[src/hw/usb_port_seq_pkg.sv]
// Constants, encodings and timing counts for the USB host port reset sequencer.
// How it works
// - A bus reset command at once shows the reset phase, selects high-speed transceiver and termination, and sets normal opmode.
// - With the HS/FS link rate, device chirp detection is switched on as the reset command is taken.
// - With HS/FS and no chirp seen, more than 7.0 ms into the reset the port becomes full-speed and chirp detection goes off.
// - With the LS link rate no chirp is awaited and more than 7.0 ms into the reset the transceiver goes low-speed.
// - For FS and LS resets the termination goes full-speed only after more than 50 ms from the reset command.
// - The reset done event is raised more than 150 us after the termination switch, ending the reset.
// - After an FS reset and a running command the first SOF leaves 0.9 ms to 1.1 ms after the command, within 3 ms of the termination switch.
// - After an LS reset and a running command the first keep-alive leaves 0.9 ms to 1.1 ms after the command, within 3 ms of the termination switch.
// - A running command at once shows the operational phase and sets normal opmode.
// - A running command at once switches on disconnection detection.
// - In the operational phase SOFs are sent for HS and FS and keep-alives for LS, frame after frame.
// - The first SOF or keep-alive follows the running command by 120 us to 130 us on HS, and by 0.9 ms to 1.1 ms on FS or LS.
// - A sleep command runs the hardware steps that bring the port into suspend.
package usb_port_seq_pkg;

  // ****************************************************************
  // Register map, byte addresses
  // ****************************************************************
  localparam logic [7:0] ADDR_CTRL   = 8'h00;
  localparam logic [7:0] ADDR_STATUS = 8'h04;
  localparam logic [7:0] ADDR_EVENT  = 8'h08;
  localparam logic [7:0] ADDR_MASK   = 8'h0c;

  // ****************************************************************
  // Field positions
  // ****************************************************************
  localparam int CTRL_CMD_LSB   = 0;
  localparam int CTRL_RATE_LSB  = 4;
  localparam int ST_PHASE_LSB   = 0;
  localparam int ST_SPEED_LSB   = 4;
  localparam int ST_XCVR_LSB    = 8;
  localparam int ST_TERM_BIT    = 12;
  localparam int ST_OPMODE_LSB  = 16;
  localparam int ST_CHIRP_BIT   = 20;
  localparam int ST_DISC_BIT    = 21;
  localparam int ST_SE0_BIT     = 22;
  localparam int EV_RESET_DONE  = 0;
  localparam int EV_FIRST_FRAME = 1;
  localparam int EV_SUSP_DONE   = 2;
  localparam int EV_W           = 3;

  // ****************************************************************
  // Encodings and reset values
  // ****************************************************************
  typedef enum logic [2:0] {
    CMD_NONE = 3'h0, CMD_BUS_RESET = 3'h1, CMD_RUN = 3'h2, CMD_SLEEP = 3'h3
  } seq_cmd_t;
  typedef enum logic [2:0] {
    PH_IDLE = 3'h0, PH_RESET = 3'h1, PH_OPERATIONAL = 3'h2, PH_SUSPEND = 3'h3
  } phase_t;
  localparam logic [1:0] RATE_HSFS   = 2'h0;
  localparam logic [1:0] RATE_LS     = 2'h2;
  localparam logic [1:0] SPD_HS      = 2'h0;
  localparam logic [1:0] SPD_FS      = 2'h1;
  localparam logic [1:0] SPD_LS      = 2'h2;
  localparam logic [1:0] XCVR_HS     = 2'h0;
  localparam logic [1:0] XCVR_FS     = 2'h1;
  localparam logic [1:0] XCVR_LS     = 2'h2;
  localparam logic       TERM_HS     = 1'b0;
  localparam logic       TERM_FS     = 1'b1;
  localparam logic [1:0] OPM_NORMAL  = 2'h0;
  localparam logic [1:0] OPM_NO_BSNZ = 2'h2;
  localparam logic [1:0] OPM_PWRDN   = 2'h3;
  localparam logic [1:0] RATE_RST    = RATE_HSFS;
  localparam logic [2:0] MASK_RST    = 3'h0;

  // ****************************************************************
  // Timing, times in ns and derived cycle counts at 250 MHz
  // ****************************************************************
  localparam int unsigned CLK_PERIOD_NS  = 4;
  localparam int unsigned T_SPEED_NS     = 7000000;
  localparam int unsigned T_TERM_NS      = 50000000;
  localparam int unsigned T_DONE_NS      = 150000;
  localparam int unsigned T_FIRST_FS_NS  = 1000000;
  localparam int unsigned T_FIRST_HS_NS  = 125000;
  localparam int unsigned T_SUSP_NS      = 5000000;
  // Least times, strictly exceeded: round up and add one cycle.
  localparam int unsigned SPEED_CYC    = (T_SPEED_NS + CLK_PERIOD_NS - 1) / CLK_PERIOD_NS + 1;
  localparam int unsigned TERM_CYC     = (T_TERM_NS + CLK_PERIOD_NS - 1) / CLK_PERIOD_NS + 1;
  localparam int unsigned DONE_CYC     = (T_DONE_NS + CLK_PERIOD_NS - 1) / CLK_PERIOD_NS + 1;
  localparam int unsigned SUSP_CYC     = (T_SUSP_NS + CLK_PERIOD_NS - 1) / CLK_PERIOD_NS + 1;
  // Frame marks sit mid-window, so either rounding stays inside.
  localparam int unsigned FIRST_FS_CYC = T_FIRST_FS_NS / CLK_PERIOD_NS;
  localparam int unsigned FIRST_HS_CYC = T_FIRST_HS_NS / CLK_PERIOD_NS;

endpackage

[src/hw/usb_port_seq.sv]
// USB host port sequencer for bus reset, operational start and suspend, with an APB register file.
//
// Chosen here: the APB slave port and the placing of the registers.
`timescale 1ns/10ps
module usb_port_seq #(
  parameter int unsigned SPEED_CYC    = usb_port_seq_pkg::SPEED_CYC,
  parameter int unsigned TERM_CYC     = usb_port_seq_pkg::TERM_CYC,
  parameter int unsigned DONE_CYC     = usb_port_seq_pkg::DONE_CYC,
  parameter int unsigned FIRST_FS_CYC = usb_port_seq_pkg::FIRST_FS_CYC,
  parameter int unsigned FIRST_HS_CYC = usb_port_seq_pkg::FIRST_HS_CYC,
  parameter int unsigned SUSP_CYC     = usb_port_seq_pkg::SUSP_CYC
) (
  input  wire logic        pclk,
  input  wire logic        presetn,
  input  wire logic        psel,
  input  wire logic        penable,
  input  wire logic        pwrite,
  input  wire logic [7:0]  paddr,
  input  wire logic [31:0] pwdata,
  output logic             pready,
  output logic [31:0]      prdata,
  output logic             pslverr,
  input  wire logic        dev_chirp_in,
  input  wire logic        bus_idle,
  output logic [1:0]       xcvr_select,
  output logic             term_select,
  output logic [1:0]       op_mode,
  output logic             drive_se0,
  output logic             chirp_det_en,
  output logic             disc_det_en,
  output logic             sof_pulse,
  output logic             keepalive_pulse,
  output logic             irq
);
  import usb_port_seq_pkg::*;

  // ****************************************************************
  // Sequencer states
  // ****************************************************************
  typedef enum logic [3:0] {
    S_IDLE      = 4'h0,
    S_RST_SPEED = 4'h1,
    S_RST_TERM  = 4'h2,
    S_RST_DONE  = 4'h3,
    S_RST_END   = 4'h4,
    S_RUN_FIRST = 4'h5,
    S_RUN       = 4'h6,
    S_SUSP_IDLE = 4'h7,
    S_SUSP_WAIT = 4'h8,
    S_SUSPENDED = 4'h9
  } seq_state_t;

  seq_state_t    state_r,   state_nxt;
  phase_t        phase_r,   phase_nxt;
  logic [31:0]   cnt_r,     cnt_nxt;
  logic [1:0]    rate_r;
  logic [2:0]    mask_r;
  logic [2:0]    event_r,   event_nxt;
  logic [1:0]    speed_r,   speed_nxt;
  logic [1:0]    xcvr_r,    xcvr_nxt;
  logic          term_r,    term_nxt;
  logic [1:0]    opm_r,     opm_nxt;
  logic          se0_r,     se0_nxt;
  logic          chirp_r,   chirp_nxt;
  logic          disc_r,    disc_nxt;
  logic          sof_r,     sof_nxt;
  logic          ka_r,      ka_nxt;
  logic          irq_r;
  logic          pready_r;
  logic [31:0]   prdata_r;
  logic          pslverr_r;
  logic          sync1_r,   sync2_r,  sync3_r;
  logic          chirp_lvl_r;
  logic [EV_W-1:0] ev_set;

  // ****************************************************************
  // APB decode
  // ****************************************************************
  // One wait state: the answer comes from flops, so pready rises on the second access cycle.
  wire           access    = psel & penable;
  wire           fire      = access & pready_r;
  wire           wr_fire   = fire & pwrite;
  wire           hit_ctrl  = (paddr == ADDR_CTRL);
  wire           hit_stat  = (paddr == ADDR_STATUS);
  wire           hit_event = (paddr == ADDR_EVENT);
  wire           hit_mask  = (paddr == ADDR_MASK);
  wire           mapped    = hit_ctrl | hit_stat | hit_event | hit_mask;
  wire           ctrl_wr   = wr_fire & hit_ctrl;
  wire [2:0]     cmd_field = pwdata[CTRL_CMD_LSB +: 3];
  wire           cmd_reset = ctrl_wr & (cmd_field == CMD_BUS_RESET);
  wire           cmd_run   = ctrl_wr & (cmd_field == CMD_RUN);
  wire           cmd_sleep = ctrl_wr & (cmd_field == CMD_SLEEP);
  wire [EV_W-1:0] ev_clr   = (wr_fire & hit_event) ? pwdata[EV_W-1:0] : '0;
  // A new reset takes the link rate being written in the same cycle.
  wire [1:0]     rate_eff  = ctrl_wr ? pwdata[CTRL_RATE_LSB +: 2] : rate_r;

  // Status word gathers the live port state for software.
  wire [31:0]    status_word = {9'h000, se0_r, disc_r, chirp_r, 2'h0, opm_r, 3'h0, term_r,
                                2'h0, xcvr_r, 2'h0, speed_r, 1'b0, phase_r};
  wire [31:0]    rd_mux = hit_ctrl  ? {26'h0, rate_r, 4'h0} :
                          hit_stat  ? status_word :
                          hit_event ? {29'h0, event_r} :
                          hit_mask  ? {29'h0, mask_r} : 32'h0;

  // ****************************************************************
  // Timer compares
  // ****************************************************************
  wire           at_speed  = (cnt_r >= SPEED_CYC);
  wire           at_term   = (cnt_r >= TERM_CYC);
  wire           at_done   = (cnt_r >= DONE_CYC);
  wire           at_susp   = (cnt_r >= SUSP_CYC);
  wire           is_hs     = (speed_r == SPD_HS);
  wire [31:0]    frame_cyc = is_hs ? FIRST_HS_CYC : FIRST_FS_CYC;
  wire           at_frame  = (cnt_r >= frame_cyc - 32'h1);
  wire [31:0]    cnt_inc   = cnt_r + 32'h1;

  // ****************************************************************
  // Sequencer next state
  // ****************************************************************
  always_comb begin
    state_nxt = state_r;
    phase_nxt = phase_r;
    cnt_nxt   = cnt_inc;
    speed_nxt = speed_r;
    xcvr_nxt  = xcvr_r;
    term_nxt  = term_r;
    opm_nxt   = opm_r;
    se0_nxt   = se0_r;
    chirp_nxt = chirp_r;
    disc_nxt  = disc_r;
    sof_nxt   = 1'b0;
    ka_nxt    = 1'b0;
    ev_set    = '0;
    if (cmd_reset) begin
      // Reset starts here: HS transceiver and termination, normal opmode, SE0 on the lines.
      state_nxt = S_RST_SPEED;
      phase_nxt = PH_RESET;
      xcvr_nxt  = XCVR_HS;
      term_nxt  = TERM_HS;
      opm_nxt   = OPM_NORMAL;
      se0_nxt   = 1'b1;
      chirp_nxt = (rate_eff == RATE_HSFS);
      speed_nxt = (rate_eff == RATE_LS) ? SPD_LS : SPD_HS;
      disc_nxt  = 1'b0;
      cnt_nxt   = 32'h0;
    end else if (cmd_run) begin
      // Firmware is trusted to send this only after the reset has ended.
      state_nxt = S_RUN_FIRST;
      phase_nxt = PH_OPERATIONAL;
      opm_nxt   = OPM_NORMAL;
      disc_nxt  = 1'b1;
      se0_nxt   = 1'b0;
      chirp_nxt = 1'b0;
      cnt_nxt   = 32'h0;
    end else if (cmd_sleep) begin
      // Detection is off until the port has settled in suspend.
      state_nxt = S_SUSP_IDLE;
      phase_nxt = PH_SUSPEND;
      disc_nxt  = 1'b0;
      chirp_nxt = 1'b0;
      cnt_nxt   = 32'h0;
    end else begin
      unique case (state_r)
        S_IDLE, S_RST_END, S_SUSPENDED: begin
          cnt_nxt = cnt_r;
        end
        S_RST_SPEED: begin
          if (chirp_r && chirp_lvl_r) begin
            // A device chirp hands the port to the high-speed handshake elsewhere.
            chirp_nxt = 1'b0;
            state_nxt = S_RST_TERM;
          end else if (at_speed) begin
            chirp_nxt = 1'b0;
            opm_nxt   = OPM_NO_BSNZ;
            state_nxt = S_RST_TERM;
            if (speed_r == SPD_LS) begin
              xcvr_nxt = XCVR_LS;
            end else begin
              xcvr_nxt  = XCVR_FS;
              speed_nxt = SPD_FS;
            end
          end
        end
        S_RST_TERM: begin
          if (at_term) begin
            // Counter keeps running from the command, so the 50 ms spans the whole reset.
            term_nxt  = TERM_FS;
            se0_nxt   = 1'b0;
            cnt_nxt   = 32'h0;
            state_nxt = S_RST_DONE;
          end
        end
        S_RST_DONE: begin
          if (at_done) begin
            ev_set[EV_RESET_DONE] = 1'b1;
            state_nxt = S_RST_END;
            cnt_nxt   = cnt_r;
          end
        end
        S_RUN_FIRST, S_RUN: begin
          // One frame mark per period; the first falls mid-window after the command.
          if (at_frame) begin
            cnt_nxt   = 32'h0;
            state_nxt = S_RUN;
            if (speed_r == SPD_LS) begin
              ka_nxt = 1'b1;
            end else begin
              sof_nxt = 1'b1;
            end
            if (state_r == S_RUN_FIRST) begin
              ev_set[EV_FIRST_FRAME] = 1'b1;
            end
          end
        end
        S_SUSP_IDLE: begin
          // Wait for the transaction in flight, then power the transceiver down.
          cnt_nxt = 32'h0;
          if (bus_idle) begin
            opm_nxt   = OPM_PWRDN;
            state_nxt = S_SUSP_WAIT;
            if (is_hs) begin
              xcvr_nxt = XCVR_FS;
              term_nxt = TERM_FS;
            end
          end
        end
        S_SUSP_WAIT: begin
          if (at_susp) begin
            disc_nxt  = 1'b1;
            ev_set[EV_SUSP_DONE] = 1'b1;
            state_nxt = S_SUSPENDED;
            cnt_nxt   = cnt_r;
          end
        end
        default: begin
          state_nxt = S_IDLE;
          cnt_nxt   = 32'h0;
        end
      endcase
    end
  end

  // Hardware set wins over a software clear in the same cycle.
  assign event_nxt = (event_r & ~ev_clr) | ev_set;

  // ****************************************************************
  // Chirp input synchroniser
  // ****************************************************************
  // Three stages; the level only moves when the last two stages agree, which filters a one-cycle glitch.
  always_ff @(posedge pclk or negedge presetn) begin
    if (!presetn) begin
      sync1_r     <= 1'b0;
      sync2_r     <= 1'b0;
      sync3_r     <= 1'b0;
      chirp_lvl_r <= 1'b0;
    end else begin
      sync1_r     <= dev_chirp_in;
      sync2_r     <= sync1_r;
      sync3_r     <= sync2_r;
      chirp_lvl_r <= (sync2_r == sync3_r) ? sync3_r : chirp_lvl_r;
    end
  end

  // ****************************************************************
  // Sequencer registers
  // ****************************************************************
  always_ff @(posedge pclk or negedge presetn) begin
    if (!presetn) begin
      state_r <= S_IDLE;
      phase_r <= PH_IDLE;
      cnt_r   <= 32'h0;
      speed_r <= SPD_HS;
      xcvr_r  <= XCVR_HS;
      term_r  <= TERM_HS;
      opm_r   <= OPM_NORMAL;
      se0_r   <= 1'b0;
      chirp_r <= 1'b0;
      disc_r  <= 1'b0;
      sof_r   <= 1'b0;
      ka_r    <= 1'b0;
    end else begin
      state_r <= state_nxt;
      phase_r <= phase_nxt;
      cnt_r   <= cnt_nxt;
      speed_r <= speed_nxt;
      xcvr_r  <= xcvr_nxt;
      term_r  <= term_nxt;
      opm_r   <= opm_nxt;
      se0_r   <= se0_nxt;
      chirp_r <= chirp_nxt;
      disc_r  <= disc_nxt;
      sof_r   <= sof_nxt;
      ka_r    <= ka_nxt;
    end
  end

  // ****************************************************************
  // Register file and interrupt
  // ****************************************************************
  always_ff @(posedge pclk or negedge presetn) begin
    if (!presetn) begin
      rate_r  <= RATE_RST;
      mask_r  <= MASK_RST;
      event_r <= '0;
      irq_r   <= 1'b0;
    end else begin
      rate_r  <= rate_eff;
      mask_r  <= (wr_fire && hit_mask) ? pwdata[EV_W-1:0] : mask_r;
      event_r <= event_nxt;
      irq_r   <= |(event_nxt & mask_r);  // Level, set and cleared in the same cycle as the flag.
    end
  end

  // APB answer flops; pready pulses for exactly one cycle per transfer.
  always_ff @(posedge pclk or negedge presetn) begin
    if (!presetn) begin
      pready_r  <= 1'b0;
      prdata_r  <= 32'h0;
      pslverr_r <= 1'b0;
    end else begin
      pready_r  <= access & ~pready_r;
      prdata_r  <= (access && !pready_r && !pwrite) ? rd_mux : 32'h0;
      pslverr_r <= access & ~pready_r & ~mapped;
    end
  end

  // ****************************************************************
  // Outputs
  // ****************************************************************
  assign pready          = pready_r;
  assign prdata          = prdata_r;
  assign pslverr         = pslverr_r;
  assign xcvr_select     = xcvr_r;
  assign term_select     = term_r;
  assign op_mode         = opm_r;
  assign drive_se0       = se0_r;
  assign chirp_det_en    = chirp_r;
  assign disc_det_en     = disc_r;
  assign sof_pulse       = sof_r;
  assign keepalive_pulse = ka_r;
  assign irq             = irq_r;

endmodule // usb_port_seq

[config.mk]
export PLATFORM = sky130hd
export DESIGN_NAME = usb_port_seq
export DESIGN_NICKNAME = d
export VERILOG_FILES = /design/src/hw/usb_port_seq_pkg.sv /design/src/hw/usb_port_seq.sv
export SDC_FILE = /design/constraint.sdc
export NUM_CORES = 1
export LEC_CHECK = 0
export ABC_AREA = 0
export BUFFER_PORTS_ARGS = -buffer_cell sky130_fd_sc_hd__buf_4
export CAP_MARGIN = 10
export CORE_UTILIZATION = 56
export DETAILED_ROUTE_END_ITERATION = 8
export PLACE_DENSITY = 0.82
export SYNTH_ARGS = -nofsm -noshare
export SYNTH_HDL_FRONTEND = slang
export SYNTH_SLANG_ARGS = --single-unit
export TNS_END_PERCENT = 5
[constraint.sdc]
create_clock -name pclk -period 7.1 [get_ports pclk]
set_input_delay 0.71 -clock pclk [delete_from_list [all_inputs] [get_ports pclk]]
set_output_delay 0.71 -clock pclk [all_outputs]
set_load 0.01 [all_outputs]
==> impl_metrics.csv <==
group,metric,value,unit
routing,routed_wirelength,12400,um
setup_path,crit_slowest_cell,"dfrtp_1",
setup_path,path_class,"reg -> reg",
timing,hold_ws,360,ps
power_and_ir_drop,switchingPower,702,uW
yosys,syn_area,4930,um2
power_and_ir_drop,power.static_leakage,2.24,nW
global_route,overflow,0,
setup_path,slowest_delay,500,ps
clocking,cts_root_buf,"clkbuf_8",
yosys,synth_warnings,0,
timing,fin_ws,2960,ps
setup_path,cp_cell_sequence,"nor2_1 -> inv_1 -> ha_1 -> a211o_1 -> a221oi_1 -> a221o_1 -> nand3_1 -> o211ai_1 -> buf_4 -> nand3_2 -> o22ai_1",
clocking,ctsHoldBuffers,0,
die,num_io_pins,92,
yosys,synth_flop_cell,"dfrtp_1",
yosys,synth_edf_count,0,
clocking,htree_levels,3,
clocking,cts_sinks,78,
timing,fin_tns_setup,0,ps
timing,maxSlewHeadroom,28.9,%
timing,setup_viol,0,
clocking,clockBufferDepth,2,
clocking,worstSkewPairLatency,370,ps
place,gp_congestion,0.918,
routing,drtAntennaViolNets,0,
setup_path,crit_fanout,38,
routing,vias,4585,
finish,drive_above_1_share,14.9,%
clocking,cts_resized,0,
yosys,yosysTopAreaCellShare,39.6,%
setup_path,cp.required,7370,ps
routing,drc,0,
power_and_ir_drop,p_seq_share,36.4,%
die,start_util,58.8,%
timing,tightestPinTransition,1050,ps
timing,rsz0062_at_grt,"no",
die,num_rows,33,
finish,fin_nets,645,
power_and_ir_drop,power_per_cell_area,292,nW/um2
yosys,ys_types,71,
setup_path,endpoint_kind,"flip-flop",
yosys,async_flop_share,100,%
clocking,numCtsBuffers,9,
power_and_ir_drop,pwr-share-clk,20.6,%
clocking,path_clk_slew,100,ps
timing,fin_crit,4140,ps
routing,wl_per_cell,17.7,um
die,die_w,95.9,um
power_and_ir_drop,combPwrFrac,43.0,%
setup_path,r2r_end,"cnt_r[2]",
timing,worst_clock_skew,17.0,ps
min_path,min-delay-start,"sync1_r",
min_path,min_path_type,"reg -> reg",
power_and_ir_drop,swShare,44.8,%
setup_path,path_delay_family,"compound AO/OA/AOI/OAI gates",
power_and_ir_drop,ir_drop,0.223,mV
yosys,synth_top_cells_by_area,"dfrtp_1, nand3_1, a31oi_1",
setup_path,arrival,4410,ps
setup_path,critPathLaunchType,"flip-flop",
yosys,synth-seq-cells,78,
yosys,syn_avg_cell_area,8.71,um2
die,die_h,95.9,um
global_route,grt_max_degree,79,
place,dp_slack,3040,ps
routing,drtPass1Iterations,6,
min_path,min_path_cells,0,
run_status,status,"finished, final reports clean",
setup_path,reg2reg_depth,11,
place,dp_hpwl,8650,um
setup_path,reg2reg_slack,2960,ps
routing,viasPerCell,6.54,
finish,layout_common_cells,"dfrtp_1, buf_4, nand3_1, nand2_1, nor2_1",
setup_path,path_buf_inv,2,
global_route,antenna_found_initial,0,
routing,drt-initial-drc-count,455,
clocking,post_cts_buffers,0,
timing,drv_slew,0,
yosys,synth_top_cell_by_area,"dfrtp_1",
min_path,hold_path_end,"sync2_r",
place,numPortBuffers,45,
global_route,grt_pass1_wl,20200,um
timing,fin_crit_sh,58.3,%
global_route,grt_pass1_vias,4102,
clocking,cts_tree,"yes",
global_route,grt_use_total,28.7,%
die,fp.dieArea,9190,um2
setup_path,r2r_start,"speed_r[0]",
timing,finalHoldViolCount,0,
finish,layout_commonest_cell,"dfrtp_1",
finish,antenna_cells,0,
die,coreArea,8380,um2
yosys,syn_inst,566,
power_and_ir_drop,p_int,864,uW
finish,area_delta_synth_final,8.88,%
run,cap_violations,0,
timing,max_freq,242,MHz
yosys,ys_seq_area_share,39.6,%
cell usage after synthesis (11+ instances only):
cell and n:
dfrtp_1 78, nand3_1 41, nand2_1 38, nor2_1 38, inv_1 32, a31oi_1 31
nand4_1 29, buf_4 22, o22ai_1 20, and2_1 19, nor3_1 18, a21oi_1 15
clkbuf_1 15, o21ai_0 12, buf_2 11
worst max-delay path by stage:
stage / start / endpoint / cells past startpoint
finish: speed_r[0] / cnt_r[2] / 11
global route: speed_r[0] / cnt_r[4] / 11
CTS: speed_r[0] / cnt_r[2] / 11
floorplan: paddr[7] / state_r[2] / 9
detailed placement: speed_r[0] / cnt_r[2] / 11
global placement: speed_r[0] / cnt_r[4] / 11
routing by layer:
layer	vias to the layer above	routed length [um]	track usage [%]
li1	2119	-	-
met1	2228	5390	40.5
met2	211	5830	44.2
met3	27	921	4.82
met4	0	235	10.6
met5	-	0	0
power by group through the flow:
stage / Clock [mW] / Combinational, mW / Sequential, mW
2_1_floorplan: 0 / 0.516 / 0.545
3_3_place_gp: 0 / 0.641 / 0.572
3_5_place_dp: 0 / 0.665 / 0.576
4_1_cts: 0.326 / 0.669 / 0.566
5_1_grt: 0.349 / 0.742 / 0.577
6_report: 0.323 / 0.674 / 0.569
kinds of logic (layout without fill, tap and decap cells):
group                      Yosys count  after routing  synth area share (%)
and+or+nand+nor                    250            250                  28.4
AOI/OAI and AO/OA                  129            129                  17.9
buffers and inverters               84             96                  8.65
DFF                                 78             78                  39.6
muxes                               15             15                  3.27
adders and majority gates            8              8                  1.98
other                                1             19                0.0760
xor gates and xnor gates             1              1                 0.178
flip-flops by register name, indices dropped and copies added, names as in the netlist, 2 cells and up:
name	flops
cnt_r	32
event_r	3
mask_r	3
op_mode	2
phase_r	2
prdata	13
rate_r	2
speed_r	2
state_r	4
xcvr_select	2
worst reg2reg max path, stage by stage (launching register included):
cell and delay, ps:
dfrtp_1 500, nor2_1 360, inv_1 250, ha_1 350, a211o_1 290, a221oi_1 250, a221o_1 200, nand3_1 170
o211ai_1 450, buf_4 450, nand3_2 470, o22ai_1 310
through the flow:
step / instances / utilization, % / area (um2) / power, mW
6_report: 701 / 64.1 / 5370 / 1.57
5_1_grt: 701 / 64.1 / 5370 / 1.67
4_1_cts: 701 / 64.1 / 5370 / 1.56
3_5_place_dp: 685 / 61.9 / 5180 / 1.24
3_3_place_gp: 685 / 61.9 / 5180 / 1.21
2_1_floorplan: 584 / - / 5000 / 1.06
final cells by class:
cell class / instances / area (um2)
multi-input combinational: 422 / 2620
inverter: 32 / 120
fill: 707 / 3010
clock buffer: 9 / 124
sequential: 78 / 1950
clock inverter: 7 / 61.3
tap: 105 / 131
timing repair buffer: 48 / 360
(Power assumes the default switching activity.)
